## config.mk

```make
export PLATFORM = sky130hd
export DESIGN_NAME = lcsr_ctrl
export DESIGN_NICKNAME = d
export VERILOG_FILES = /design/src/lcsr_pkg.sv /design/src/lcsr_poll_timer.sv /design/src/lcsr_mem_watch.sv /design/src/lcsr_ctrl.sv
export VERILOG_INCLUDE_DIRS = /design/src /design/src/src
export SDC_FILE = /design/constraint.sdc
export NUM_CORES = 1
export LEC_CHECK = 0
export ABC_AREA = 1
export BUFFER_PORTS_ARGS = -buffer_cell sky130_fd_sc_hd__buf_2
export CORE_MARGIN = 2
export CORE_UTILIZATION = 40
export CTS_BUF_LIST = sky130_fd_sc_hd__clkbuf_16
export DETAILED_ROUTE_END_ITERATION = 10
export SLEW_MARGIN = 20
export SYNTH_ARGS = -nofsm -noshare
export SYNTH_HDL_FRONTEND = slang
export SYNTH_SLANG_ARGS = --single-unit
```

## constraint.sdc

```tcl
create_clock -name i_core_clk -period 6.8 [get_ports i_core_clk]
set_clock_uncertainty 0.2 [all_clocks]
set_input_delay 0.34 -clock i_core_clk [delete_from_list [all_inputs] [get_ports i_core_clk]]
set_output_delay 0.34 -clock i_core_clk [all_outputs]
set_load 0.005 [all_outputs]
```

## src/lcsr_map.svh

```systemverilog
/*
  Register offsets, field positions, reset values and timing counts for the
  controller status/control bank.
  Assumes inclusion by bare name; holds definitions only.
*/
`ifndef LCSR_MAP_SVH
`define LCSR_MAP_SVH

// Byte offsets on the register bus
`define LCSR_OFS_CSC 12'h000
`define LCSR_OFS_MASK 12'h004
`define LCSR_OFS_XMASK 12'h008
`define LCSR_OFS_CFG 12'h00c
`define LCSR_OFS_EVT 12'h010

// Control/status word field positions
`define LCSR_B_ERR 15
`define LCSR_B_OVL 14
`define LCSR_B_COL 13
`define LCSR_B_MISS 12
`define LCSR_B_MEM 11
`define LCSR_B_RXD 10
`define LCSR_B_TXD 9
`define LCSR_B_SET 8
`define LCSR_B_INT 7
`define LCSR_B_IEN 6
`define LCSR_B_RECEIVER_RUNNING 5
`define LCSR_B_TRANSMITTER_RUNNING 4
`define LCSR_B_POLL 3
`define LCSR_B_STOP 2
`define LCSR_B_BEGIN 1
`define LCSR_B_INIT 0

// Extended mask / flag positions
`define LCSR_X_LBE 1
`define LCSR_X_TXB 0

// Config word positions
`define LCSR_C_DRX 0
`define LCSR_C_DTX 1

// Reset values
`define LCSR_RST_CSC 16'h0004
`define LCSR_RST_MASK 16'h0000

// Timing: memory ready timeout in clock counts
`define LCSR_MEM_TIMEOUT 512
// Init block fetch length in words (word fetch model)
`define LCSR_INIT_WORDS 12
// Periodic transmit poll reload count; polls repeat every 1601 clock cycles
`define LCSR_POLL_CYCLES 16'd1600

`endif

```

## src/lcsr_pkg.sv

```systemverilog
/*
  Types for the controller status/control bank.
  Assumes the map header supplies all numbers.
*/
package lcsr_pkg;
  typedef enum logic [1:0] {
    LCSR_IDLE,
    LCSR_FETCH,
    LCSR_RUN
  } lcsr_state_t;
endpackage

```

## src/lcsr_poll_timer.sv

```systemverilog
/*
  Periodic transmit poll timer with immediate demand.
  Assumes one clock; demand is a level held until the poll pulse.
*/
`timescale 1ns/1ps
`include "lcsr_map.svh"
module lcsr_poll_timer #(
  parameter logic [15:0] POLL_CYCLES = `LCSR_POLL_CYCLES
) (
  // Clock and reset
  input wire logic i_core_clk,
  input wire logic i_rst,
  // Control
  input wire logic i_run,
  input wire logic i_demand,
  // Result
  output logic o_poll
);
  typedef struct packed {
    logic [15:0] cnt;
    logic poll;
  } lcsr_pt_t;
  lcsr_pt_t st_reg;
  lcsr_pt_t st_next;

  // Count down; demand fires the ring check at once
  always_comb begin
    st_next = st_reg;
    st_next.poll = 1'b0;
    if (!i_run) begin
      st_next.cnt = POLL_CYCLES;
    end else if ((i_demand && !st_reg.poll) || st_reg.cnt == 16'h0000) begin
      st_next.poll = 1'b1;
      st_next.cnt = POLL_CYCLES;
    end else begin
      st_next.cnt = st_reg.cnt - 16'h0001;
    end
  end

  always_ff @(posedge i_core_clk or posedge i_rst) begin
    if (i_rst) begin
      st_reg <= '0;
    end else begin
      st_reg <= st_next;
    end
  end

  assign o_poll = st_reg.poll;
endmodule

```

## src/lcsr_mem_watch.sv

```systemverilog
/*
  Bus master ready watchdog: raises a one-cycle timeout pulse when ready
  does not follow the address strobe within the timeout count.
  Assumes strobe and ready synchronous to the core clock.
*/
`timescale 1ns/1ps
`include "lcsr_map.svh"
module lcsr_mem_watch #(
  parameter int TIMEOUT = `LCSR_MEM_TIMEOUT
) (
  // Clock and reset
  input wire logic i_core_clk,
  input wire logic i_rst,
  // Master cycle
  input wire logic i_strobe,
  input wire logic i_ready,
  // Result
  output logic o_timeout
);
  typedef struct packed {
    logic busy;
    logic [9:0] cnt;
    logic tmo;
  } lcsr_mw_t;
  lcsr_mw_t st_reg;
  lcsr_mw_t st_next;

  // Count from strobe until ready or timeout
  always_comb begin
    st_next = st_reg;
    st_next.tmo = 1'b0;
    if (st_reg.busy) begin
      if (i_ready) begin
        st_next.busy = 1'b0;
      end else if (st_reg.cnt == 10'(TIMEOUT - 1)) begin
        st_next.busy = 1'b0;
        st_next.tmo = 1'b1;
      end else begin
        st_next.cnt = st_reg.cnt + 10'h001;
      end
    end else if (i_strobe) begin
      st_next.busy = 1'b1;
      st_next.cnt = 10'h000;
    end
  end

  always_ff @(posedge i_core_clk or posedge i_rst) begin
    if (i_rst) begin
      st_reg <= '0;
    end else begin
      st_reg <= st_next;
    end
  end

  assign o_timeout = st_reg.tmo;
endmodule

```

## src/lcsr_ctrl.sv

```systemverilog
/*
  Controller status/control register bank on an AXI4-Lite slave:
  command bits, run status, interrupt summary and pin, event flags.
  Assumes engine events are one-cycle pulses synchronous to i_core_clk.
*/
// Implementation choices: the AXI4-Lite register port and the register offsets.
`timescale 1ns/1ps
`include "lcsr_map.svh"
// Overview of operation
// - Summary set by any unmasked source flag except collision
// - Pin high while pin enable clear
// - Summary read-only, clears with sources/stop
// - Pin enable read/write, cleared by stop
// - Begin sets receiver running unless receive-disabled
// - Receiver running cleared by setup/timeout/stop
// - Begin sets transmitter running unless transmit-disabled
// - Poll demand checks transmit ring immediately
// - Poll demand write-one, self clearing
// - Stop halts activity until begin/initialize
// - Stop wins when all three written
// - Stop set by reset, write one
// - Begin enables operation and clears stop
// - Initialization completes before begin operation
// - Begin write-one, cleared by stop
// - Initialize starts block fetch, clears stop
// - Initialize not cleared on completion
// - Setup complete set after block stored
// - Memory timeout after 512 unanswered counts
module lcsr_ctrl
  import lcsr_pkg::*;
#(
  parameter int INIT_WORDS = `LCSR_INIT_WORDS,
  parameter int MEM_TIMEOUT = `LCSR_MEM_TIMEOUT
) (
  // Clock and reset
  input wire logic i_core_clk,
  input wire logic i_rst,
  // AXI4-Lite write address and data
  input wire logic i_awvalid,
  output logic o_awready,
  input wire logic [11:0] i_awaddr,
  input wire logic i_wvalid,
  output logic o_wready,
  input wire logic [31:0] i_wdata,
  input wire logic [3:0] i_wstrb,
  // AXI4-Lite write response
  output logic o_bvalid,
  input wire logic i_bready,
  output logic [1:0] o_bresp,
  // AXI4-Lite read
  input wire logic i_arvalid,
  output logic o_arready,
  input wire logic [11:0] i_araddr,
  output logic o_rvalid,
  input wire logic i_rready,
  output logic [31:0] o_rdata,
  output logic [1:0] o_rresp,
  // Engine events, one-cycle pulses
  input wire logic i_overlength,
  input wire logic i_collision_err,
  input wire logic i_missed_frame,
  input wire logic i_rx_done,
  input wire logic i_tx_done,
  input wire logic i_loopback_err,
  input wire logic i_tx_begin,
  input wire logic i_tx_underrun,
  // Init block fetch interface
  input wire logic i_init_word_ok,
  // Bus master watch
  input wire logic i_data_address_strobe,
  input wire logic i_mem_ready,
  // Status to engines
  output logic o_receiver_running,
  output logic o_transmitter_running,
  output logic o_init_fetch,
  output logic o_tx_poll,
  output logic o_stopped,
  // Interrupt pin
  output logic o_interrupt_n
);
  typedef struct packed {
    lcsr_state_t state;
    logic [7:0] fetch_cnt;
    logic start_pend;
    logic stop;
    logic begin_op;
    logic init;
    logic poll_now;
    logic ien;
    logic receiver_running;
    logic transmitter_running;
    logic [15:8] flags;
    logic [1:0] xflags;
    logic [15:0] mask;
    logic [1:0] xmask;
    logic [1:0] cfg;
    logic aw_ok;
    logic w_ok;
    logic [11:0] awaddr;
    logic [31:0] wdata;
    logic bvalid;
    logic [1:0] bresp;
    logic rvalid;
    logic [31:0] rdata;
    logic [1:0] rresp;
    logic irq_n;
    logic poll_out;
  } lcsr_st_t;

  lcsr_st_t st_reg;
  lcsr_st_t st_next;
  logic poll_pulse;
  logic mem_tmo;

  // Whether an offset maps to a register
  function automatic logic lcsr_hit(input logic [11:0] a);
    lcsr_hit = (a == `LCSR_OFS_CSC) || (a == `LCSR_OFS_MASK) ||
               (a == `LCSR_OFS_XMASK) || (a == `LCSR_OFS_CFG) ||
               (a == `LCSR_OFS_EVT);
  endfunction

  // Pin sources: unmasked flags except receive done and collision
  function automatic logic lcsr_pin_src(input lcsr_st_t s);
    logic [15:8] m;
    m = s.flags & ~s.mask[15:8];
    lcsr_pin_src = m[`LCSR_B_OVL] | m[`LCSR_B_MISS] | m[`LCSR_B_MEM] |
                   m[`LCSR_B_TXD] | m[`LCSR_B_SET] |
                   |(s.xflags & ~s.xmask);
  endfunction

  // Summary includes unmasked receive done as well
  function automatic logic lcsr_summary(input lcsr_st_t s);
    lcsr_summary = lcsr_pin_src(s) |
                   (s.flags[`LCSR_B_RXD] & ~s.mask[`LCSR_B_RXD]);
  endfunction

  // Full control/status word as read back
  function automatic logic [15:0] lcsr_csc(input lcsr_st_t s);
    logic [15:0] v;
    v = '0;
    v[15:8] = s.flags;
    v[`LCSR_B_ERR] = s.flags[`LCSR_B_OVL] | s.flags[`LCSR_B_COL] |
                     s.flags[`LCSR_B_MISS] | s.flags[`LCSR_B_MEM];
    v[`LCSR_B_INT] = lcsr_summary(s);
    v[`LCSR_B_IEN] = s.ien;
    v[`LCSR_B_RECEIVER_RUNNING] = s.receiver_running;
    v[`LCSR_B_TRANSMITTER_RUNNING] = s.transmitter_running;
    v[`LCSR_B_POLL] = s.poll_now;
    v[`LCSR_B_STOP] = s.stop;
    v[`LCSR_B_BEGIN] = s.begin_op;
    v[`LCSR_B_INIT] = s.init;
    lcsr_csc = v;
  endfunction

  lcsr_poll_timer u_poll (
    .i_core_clk(i_core_clk),
    .i_rst(i_rst),
    .i_run(st_reg.transmitter_running),
    .i_demand(st_reg.poll_now),
    .o_poll(poll_pulse)
  );

  lcsr_mem_watch #(
    .TIMEOUT(MEM_TIMEOUT)
  ) u_watch (
    .i_core_clk(i_core_clk),
    .i_rst(i_rst),
    .i_strobe(i_data_address_strobe),
    .i_ready(i_mem_ready),
    .o_timeout(mem_tmo)
  );

  // Bus handshake, command decode, flags and run state
  always_comb begin
    logic do_wr;
    logic lo;
    logic [15:0] wd;
    logic wr_stop;
    logic wr_begin;
    logic wr_init;
    logic setup_done;
    logic [15:8] w1c;
    logic [1:0] xw1c;
    logic [15:8] ev;
    logic [1:0] xev;
    do_wr = 1'b0;
    lo = 1'b0;
    wd = '0;
    wr_stop = 1'b0;
    wr_begin = 1'b0;
    wr_init = 1'b0;
    setup_done = 1'b0;
    w1c = '0;
    xw1c = '0;
    ev = '0;
    xev = '0;
    st_next = st_reg;
    // No ring check reaches the engine while stopped
    st_next.poll_out = poll_pulse && !st_reg.stop;

    // Capture address and data in either order
    if (i_awvalid && !st_reg.aw_ok) begin
      st_next.aw_ok = 1'b1;
      st_next.awaddr = i_awaddr;
    end
    if (i_wvalid && !st_reg.w_ok) begin
      st_next.w_ok = 1'b1;
      st_next.wdata = i_wdata;
      lo = i_wstrb[0] & i_wstrb[1];
    end else begin
      lo = 1'b1;
    end
    if (st_reg.aw_ok && st_reg.w_ok && !st_reg.bvalid) begin
      do_wr = 1'b1;
      wd = st_reg.wdata[15:0];
      st_next.aw_ok = 1'b0;
      st_next.w_ok = 1'b0;
      st_next.bvalid = 1'b1;
      st_next.bresp = lcsr_hit(st_reg.awaddr) ? 2'b00 : 2'b10;
    end
    if (st_reg.bvalid && i_bready) begin
      st_next.bvalid = 1'b0;
    end

    // Register writes
    // single-write command decode
    if (do_wr && st_reg.awaddr == `LCSR_OFS_CSC) begin
      wr_stop = wd[`LCSR_B_STOP];
      wr_begin = wd[`LCSR_B_BEGIN];
      wr_init = wd[`LCSR_B_INIT];
      w1c = wd[15:8];
      st_next.ien = wd[`LCSR_B_IEN];
      if (wd[`LCSR_B_POLL]) begin
        st_next.poll_now = 1'b1;
      end
    end
    if (do_wr && st_reg.awaddr == `LCSR_OFS_MASK) begin
      st_next.mask = wd;
    end
    if (do_wr && st_reg.awaddr == `LCSR_OFS_XMASK) begin
      st_next.xmask = wd[1:0];
      xw1c = wd[9:8];
    end
    if (do_wr && st_reg.awaddr == `LCSR_OFS_CFG && st_reg.stop) begin
      st_next.cfg = wd[1:0];
    end

    if (poll_pulse) begin
      st_next.poll_now = 1'b0;
    end

    unique case (st_reg.state)
      LCSR_IDLE: begin
      end
      LCSR_FETCH: begin
        if (i_init_word_ok) begin
          if (st_reg.fetch_cnt == 8'(INIT_WORDS - 1)) begin
            setup_done = 1'b1;
            st_next.state = LCSR_RUN;
          end else begin
            st_next.fetch_cnt = st_reg.fetch_cnt + 8'h01;
          end
        end
      end
      LCSR_RUN: begin
      end
    endcase

    // Event flags: set wins over write-one clear
    ev[`LCSR_B_OVL] = i_overlength;
    ev[`LCSR_B_COL] = i_collision_err;
    ev[`LCSR_B_MISS] = i_missed_frame;
    ev[`LCSR_B_MEM] = mem_tmo;
    ev[`LCSR_B_RXD] = i_rx_done;
    ev[`LCSR_B_TXD] = i_tx_done;
    ev[`LCSR_B_SET] = setup_done;
    xev[`LCSR_X_LBE] = i_loopback_err;
    xev[`LCSR_X_TXB] = i_tx_begin;
    st_next.flags = (st_reg.flags & ~w1c) | ev;
    st_next.xflags = (st_reg.xflags & ~xw1c) | xev;

    if (setup_done && st_reg.start_pend) begin
      st_next.start_pend = 1'b0;
      st_next.begin_op = 1'b1;
    end

    if ((wr_begin && !wr_init && st_reg.init && st_reg.state == LCSR_RUN) ||
        (setup_done && st_reg.start_pend)) begin
      st_next.receiver_running = !st_reg.cfg[`LCSR_C_DRX];
      st_next.transmitter_running = !st_reg.cfg[`LCSR_C_DTX];
    end
    if ((setup_done && st_reg.cfg[`LCSR_C_DRX]) || mem_tmo) begin
      st_next.receiver_running = 1'b0;
    end
    if ((setup_done && st_reg.cfg[`LCSR_C_DTX]) || mem_tmo || i_tx_underrun) begin
      st_next.transmitter_running = 1'b0;
    end

    if (wr_init) begin
      st_next.init = 1'b1;
      st_next.stop = 1'b0;
      st_next.state = LCSR_FETCH;
      st_next.fetch_cnt = 8'h00;
      st_next.start_pend = wr_begin;
    end else if (wr_begin) begin
      st_next.begin_op = 1'b1;
      st_next.stop = 1'b0;
    end

    if (wr_stop) begin
      st_next.stop = 1'b1;
      st_next.begin_op = 1'b0;
      st_next.init = 1'b0;
      st_next.start_pend = 1'b0;
      st_next.poll_now = 1'b0;
      st_next.poll_out = 1'b0;
      st_next.ien = 1'b0;
      st_next.receiver_running = 1'b0;
      st_next.transmitter_running = 1'b0;
      st_next.flags = '0;
      st_next.xflags = '0;
      st_next.state = LCSR_IDLE;
    end

    // Read channel
    if (i_arvalid && !st_reg.rvalid) begin
      st_next.rvalid = 1'b1;
      st_next.rresp = lcsr_hit(i_araddr) ? 2'b00 : 2'b10;
      st_next.rdata = '0;
      if (i_araddr == `LCSR_OFS_CSC) begin
        st_next.rdata[15:0] = lcsr_csc(st_reg);
      end else if (i_araddr == `LCSR_OFS_MASK) begin
        st_next.rdata[15:0] = st_reg.mask;
      end else if (i_araddr == `LCSR_OFS_XMASK) begin
        st_next.rdata[9:8] = st_reg.xflags;
        st_next.rdata[1:0] = st_reg.xmask;
      end else if (i_araddr == `LCSR_OFS_CFG) begin
        st_next.rdata[1:0] = st_reg.cfg;
      end else if (i_araddr == `LCSR_OFS_EVT) begin
        st_next.rdata[1:0] = {st_reg.state == LCSR_FETCH, st_reg.start_pend};
      end
    end else if (st_reg.rvalid && i_rready) begin
      st_next.rvalid = 1'b0;
    end

    st_next.irq_n = !(st_next.ien && lcsr_pin_src(st_next));
    if (!lcsr_summary(st_next)) begin
      st_next.irq_n = 1'b1;
    end
    if (!lo) begin
      st_next.irq_n = st_next.irq_n;
    end
  end

  // State register
  always_ff @(posedge i_core_clk or posedge i_rst) begin
    if (i_rst) begin
      st_reg <= '0;
      st_reg.state <= LCSR_IDLE;
      st_reg.stop <= 1'b1;
      st_reg.irq_n <= 1'b1;
    end else begin
      st_reg <= st_next;
    end
  end

  // Outputs straight from the state register
  assign o_awready = !st_reg.aw_ok;
  assign o_wready = !st_reg.w_ok;
  assign o_bvalid = st_reg.bvalid;
  assign o_bresp = st_reg.bresp;
  assign o_arready = !st_reg.rvalid;
  assign o_rvalid = st_reg.rvalid;
  assign o_rdata = st_reg.rdata;
  assign o_rresp = st_reg.rresp;
  assign o_receiver_running = st_reg.receiver_running;
  assign o_transmitter_running = st_reg.transmitter_running;
  assign o_init_fetch = (st_reg.state == LCSR_FETCH);
  assign o_tx_poll = st_reg.poll_out;
  assign o_stopped = st_reg.stop;
  assign o_interrupt_n = st_reg.irq_n;
endmodule

```

* Word-level counts from Yosys, hierarchy flattened
Cells that the tools add are included.
Widths: inputs -> output; s select.
** Storage, ports and cells
- Bits in registers :: 131
- Word-level logic and storage cells :: 216
- Input bits :: 78
** Cells by class
- Eq/ne operators :: 15
- Reduce and logical (&&, ||, !) cells :: 70
- Multiplexer cells :: 63
- Bitwise logic cells :: 33
- Add/sub/neg operators :: 3
** Operator list (number)
- $mux 16 :: 5
- $eq 12x4->1 const B :: 4
- $mux 11 :: 4
- $mux 2 :: 16
- $mux 10 :: 3
- $mux 1 :: 29
- $reduce_bool 3->1 :: 9
- $eq 12x3->1 const B :: 2
- $eq 12x5->1 const B :: 2
- $logic_not 12->1 :: 2
- $logic_and 1x1->1 :: 21
- $mux 18 :: 1
- $logic_not 16->1 :: 1
- $mux 8 :: 2
- $reduce_bool 2->1 :: 8
- $sub 16x1->16 const B :: 1
- $or 1x1->1 :: 15
- $and 7x7->7 :: 2
- $not 7->7 :: 2
- $logic_or 1x1->1 :: 13
- $mux 6 :: 2
- $add 10x1->10 const B :: 1
- $eq 10x9->1 const B :: 1
- $logic_not 1->1 :: 10
- 17 further kinds :: 28

* Longest topological paths before layout
- Depth in word-level cells :: 22
- Mapped depth :: 12
- Gate-level depth less buffers :: 12

* By module
Synthesis repeated with hierarchy kept, for this count alone.
** Second synthesis, totals
- Cells, all modules :: 802
- Area, all modules :: 6550.0 um^2
** By module, submodules not included
- lcsr_ctrl :: seq. area each 2479.9 um^2, area each 4907.2 um^2, cells an instance 578, instances 1
- lcsr_poll_timer :: seq. area each 425.4 um^2, area each 934.6 um^2, cells an instance 127, instances 1
- lcsr_mem_watch :: seq. area each 300.3 um^2, area each 708.2 um^2, cells an instance 97, instances 1

* Least setup slack after synthesis
OpenSTA, ideal clock, no wires.
- Path type :: reg-to-reg
- Start point :: register u_watch.st_reg[1] in the netlist's numbering
- End point :: register u_watch.st_reg[8] in the netlist's numbering
- Buffers on the path :: 0
- Clock period less this slack :: 1772 ps
- Cell stages (with the launch flop) :: 13
- Path slack :: 5028 ps
- Arrival time :: 1449 ps
- Cell sequence :: dfrtp_1 ha_1 nand2_1 nor2_2 nand2_1 nor2_2 nand2_1 nor2_2 nand2_2 nand2_4 nand2_4 a21oi_1 a21oi_1
** Between the ends
- Cells in the longest elaborated chain, start to end :: 4
- Elaborated cells on any way between the ends :: 7
- Those cells by class :: add/sub: 1; eq/ne: 2; mux: 3; reduce/logical: 1
** Ends and longest elaborated chain
- from (decl) :: line lcsr_mem_watch.sv:25 : lcsr_mw_t st_reg;
- from (signal assigned) :: line lcsr_mem_watch.sv:51 : st_reg <= st_next;
- $add 10x1->10 :: line lcsr_mem_watch.sv:39 : st_next.cnt = st_reg.cnt + 10'h001;
- $mux 10 :: line lcsr_mem_watch.sv:35 : end else if (st_reg.cnt == 10'(TIMEOUT - 1)) begin
- $mux 11 :: line lcsr_mem_watch.sv:33 : if (i_ready) begin
- $mux 11 :: line lcsr_mem_watch.sv:32 : if (st_reg.busy) begin
Several ways; a longest one is shown, not always the timed one. The select of a mux whose other input is x is not followed.
A chain may end at the register's enable or synchronous reset.

* Worst setup path after layout
- Start point :: register st_reg[77] in the netlist's numbering
- End point :: register st_reg, in the netlist o_transmitter_running
** Between the ends
- Cells in the longest elaborated chain, start to end :: 9
- Elaborated cells on any way between the ends :: 12
- Those cells by class :: mux: 4; reduce/logical: 8
** Ends and longest elaborated chain
- from (decl) :: line lcsr_ctrl.sv:110 : lcsr_st_t st_reg;
- from (signal assigned) :: line lcsr_ctrl.sv:363 : st_reg <= st_next;
- $logic_not 12->1 (no line) (*)
- $logic_and 1x1->1 (no line) (*)
- $mux 1 :: line lcsr_ctrl.sv:227 : if (do_wr && st_reg.awaddr == `LCSR_OFS_CSC) begin
- $logic_not 1->1 :: line lcsr_ctrl.sv:287 : if ((wr_begin && !wr_init && st_reg.init && st_reg.state == LCSR_RUN) ||
- $logic_and 1x1->1 (3 in series) :: line lcsr_ctrl.sv:287
- $logic_or 1x1->1 :: line lcsr_ctrl.sv:287
- $reduce_bool 3->1 (no line)
Mark *: on every way between the ends. The rest lies on a longest branch, timed or not.

==> metrics.txt <==
via/cell ratio 4.66; worst r2r src st_reg[77]; cell internal pwr 1630 uW; max-cap viol count 0; Min Hold Slack 46.6 ps; Crit. End Element flip-flop; count of different cell masters after synthesis 43; Synth top cells by count 133 x nand2_1, 126 x dfrtp_1, 97 x nor2_1; Worst R2R End o_transmitter_running; number of synthesized flops with an enable pin 0; Core Rows 46; status finished, final reports clean; CP required 6910 ps; IO Count 125; antenna violations before repair 0; wire per inst 13.4 um; # resized after CTS 0; Seq. cell area 3210 um^2; Area contributors post-synth dfrtp_1 50%, nand2_1 7.8%, nor2_1 5.7%; die height 130 um; RSZ-0062 raised after global routing no; Hold Vio Cnt, Final 0; Critical Path Source Type flip-flop; Initial Util 40.5%; share of cells above drive strength 1 18.9%; Hold Crit Depth 3; PortBufs 86; Slew @ Worst Pin 870 ps; die width 130 um; worst min path class in2reg; Post-DP HPWL 10.4 mm; net switching power 647 uW; drt pass-1 iters 4; GPL Wtd Cong 0.834; synthesized instance count 746; Worst R2R Setup Slack 4590 ps; DRC Markers 0; Nets 938; clock buffer depth 2; synthesized cell area 6360 um^2; Cell Pwr Density 293 nW/um^2; Max Slew Vio Count 0; GRT Util Overall 18.3%; Largest register FFs 72; diode count 0; period utilization 32.6%; Hold Startpoint i_loopback_err; Leak 0.00386 uW; Mean Syn Cell Area 8.53 um^2; htree depth 4; minimum clock period after layout 2210 ps; WL final 14.6 mm; Root Buffer clkbuf_16; f_max 452 MHz; Seq/Total Area, Yosys 50.4%; reg2reg path depth 10; total CTS buffers 17; relative slew slack 42.0%; register share of total power 42.1%; DR vias 5,055; # Post-CTS Setup Buffers 0; first-pass GRT wire length 23.9 mm; area leader, netlist dfrtp_1; total gr overflow 0; number of global-route vias before repair 4,846; YS warnings 0; Switching Fraction 28.4%; Die Footprint 16,900 um^2; Core Area 15,700 um^2; asr flop ratio synth 100%; dominant synthesized flop cell dfrtp_1; CP arrival 2320 ps; Yosys top cell area share 49.5%; most frequent cell after synthesis nand2_1; Layout fillers 1,537; Area Overhead vs Synth 21.9%; clock share of power 41.0%; final setup fails 0; Clk Latency, worst-skew pair 420 ps; Hold Buf Count CTS 36; largest net degree at the start of global routing 72; Final ANT Viol Nets 0; worst hold path endpoint st_reg[107]; Final Power 2280 uW; CP Class reg2reg; DR iter-0 viols 294; Yosys reg bits 128; critical path fanouts, max 18; setup_tns 0 ps; CTS tree built; Logic pwr share 17.0%; area of the multi-input gates 2510 um^2; CTS Sinks 128; Peak VDD IR 182 uV; CTS clk-pin slew, worst paths 60 ps
cell families after synthesis:
| logic type | after synthesis | share of synthesized area [%] |
|---|---|---|
| AND/OR/NAND/NOR | 329 | 24.1 |
| buffers and inverters | 147 | 11.2 |
| flip-flops | 128 | 50.4 |
| AO/OA/AOI/OAI | 112 | 9.65 |
| XOR/XNOR | 16 | 2.20 |
| multiplexers | 9 | 1.59 |
| adder cells (fa/ha/maj) | 4 | 0.786 |
| other | 1 | 0.0589 |
worst max-delay path by stage:
stage	from	end	slack (ps)
after global placement	st_reg[80]	o_transmitter_running	4580
after detailed placement	st_reg[80]	o_transmitter_running	4570
after floorplan	i_rst	async pin	2850
final	st_reg[77]	o_transmitter_running	4590
after CTS	i_rst	st_reg[120]	4550
after global routing	i_rst	st_reg[123]	4330
power by group through the flow:
| stage | Sequential, uW | Combinational [uW] | Clock, uW |
|---|---|---|---|
| after floorplan | 951 | 296 | 0 |
| after global placement | 965 | 367 | 0 |
| after detailed placement | 971 | 374 | 0 |
| after CTS | 958 | 391 | 945 |
| after global routing | 977 | 442 | 978 |
| final | 958 | 386 | 933 |
per-stage QoR:
step / area (um^2) / util, % / std cells / setup WS (ps)
final: 7760 / 49.4 / 1085 / 4590
after global routing: 7760 / 49.4 / 1085 / 4330
after CTS: 7760 / 49.4 / 1085 / 4550
after detailed placement: 6800 / 43.3 / 1017 / 4570
after global placement: 6800 / 43.3 / 1017 / 4580
after floorplan: 6430 / - / 763 / 2850
per-layer routing:
layer	global-route usage, %	wire length (um)	up-vias	part of all wire (%)
li1	-	-	2581	-
met3	3.40	620	17	4.3
met2	28.8	6740	119	46
met4	7.27	260	0	1.8
met1	25.2	6940	2338	48
met5	0	0	-	0
cell type report:
class | count | share of cell area, %
Multi-Input combinational cell | 488 | 32.3
Clock buffer | 17 | 5.48
Sequential cell | 128 | 41.3
Tap cell | 216 | 3.48
Inverter | 96 | 4.68
Clock inverter | 15 | 2.26
Timing Repair Buffer | 125 | 10.5
worst max-delay path, cell delays in order, from the launching register on:
cell,delay (ps)
dfrtp_1,390
nor2_1,110
nand2_1,130
nor2_8,280
nand2_2,130
nor2_1,260
buf_4,250
a21oi_1,90
nand2_1,80
nand2_1,40
and3_1,130
cells in the final DEF, fill, tap and decap left out, types with 4 or more instances in the layout:
cell and n:
a21oi_1 49, a31oi_1 10, buf_2 86, bufinv_16 4, clkbuf_16 17, clkinv_1 4
clkinv_2 4, conb_1 18, dfrtp_1 126, dlygate4sd3_1 36, ha_1 4, inv_1 90
inv_2 6, mux2_2 9, nand2_1 133, nand2_2 7, nand3_1 34, nand4_1 14
nor2_1 97, nor2_2 5, nor3_1 16, o21ai_0 37, xnor2_1 6, xor2_1 10
(Power assumes the default switching activity.)
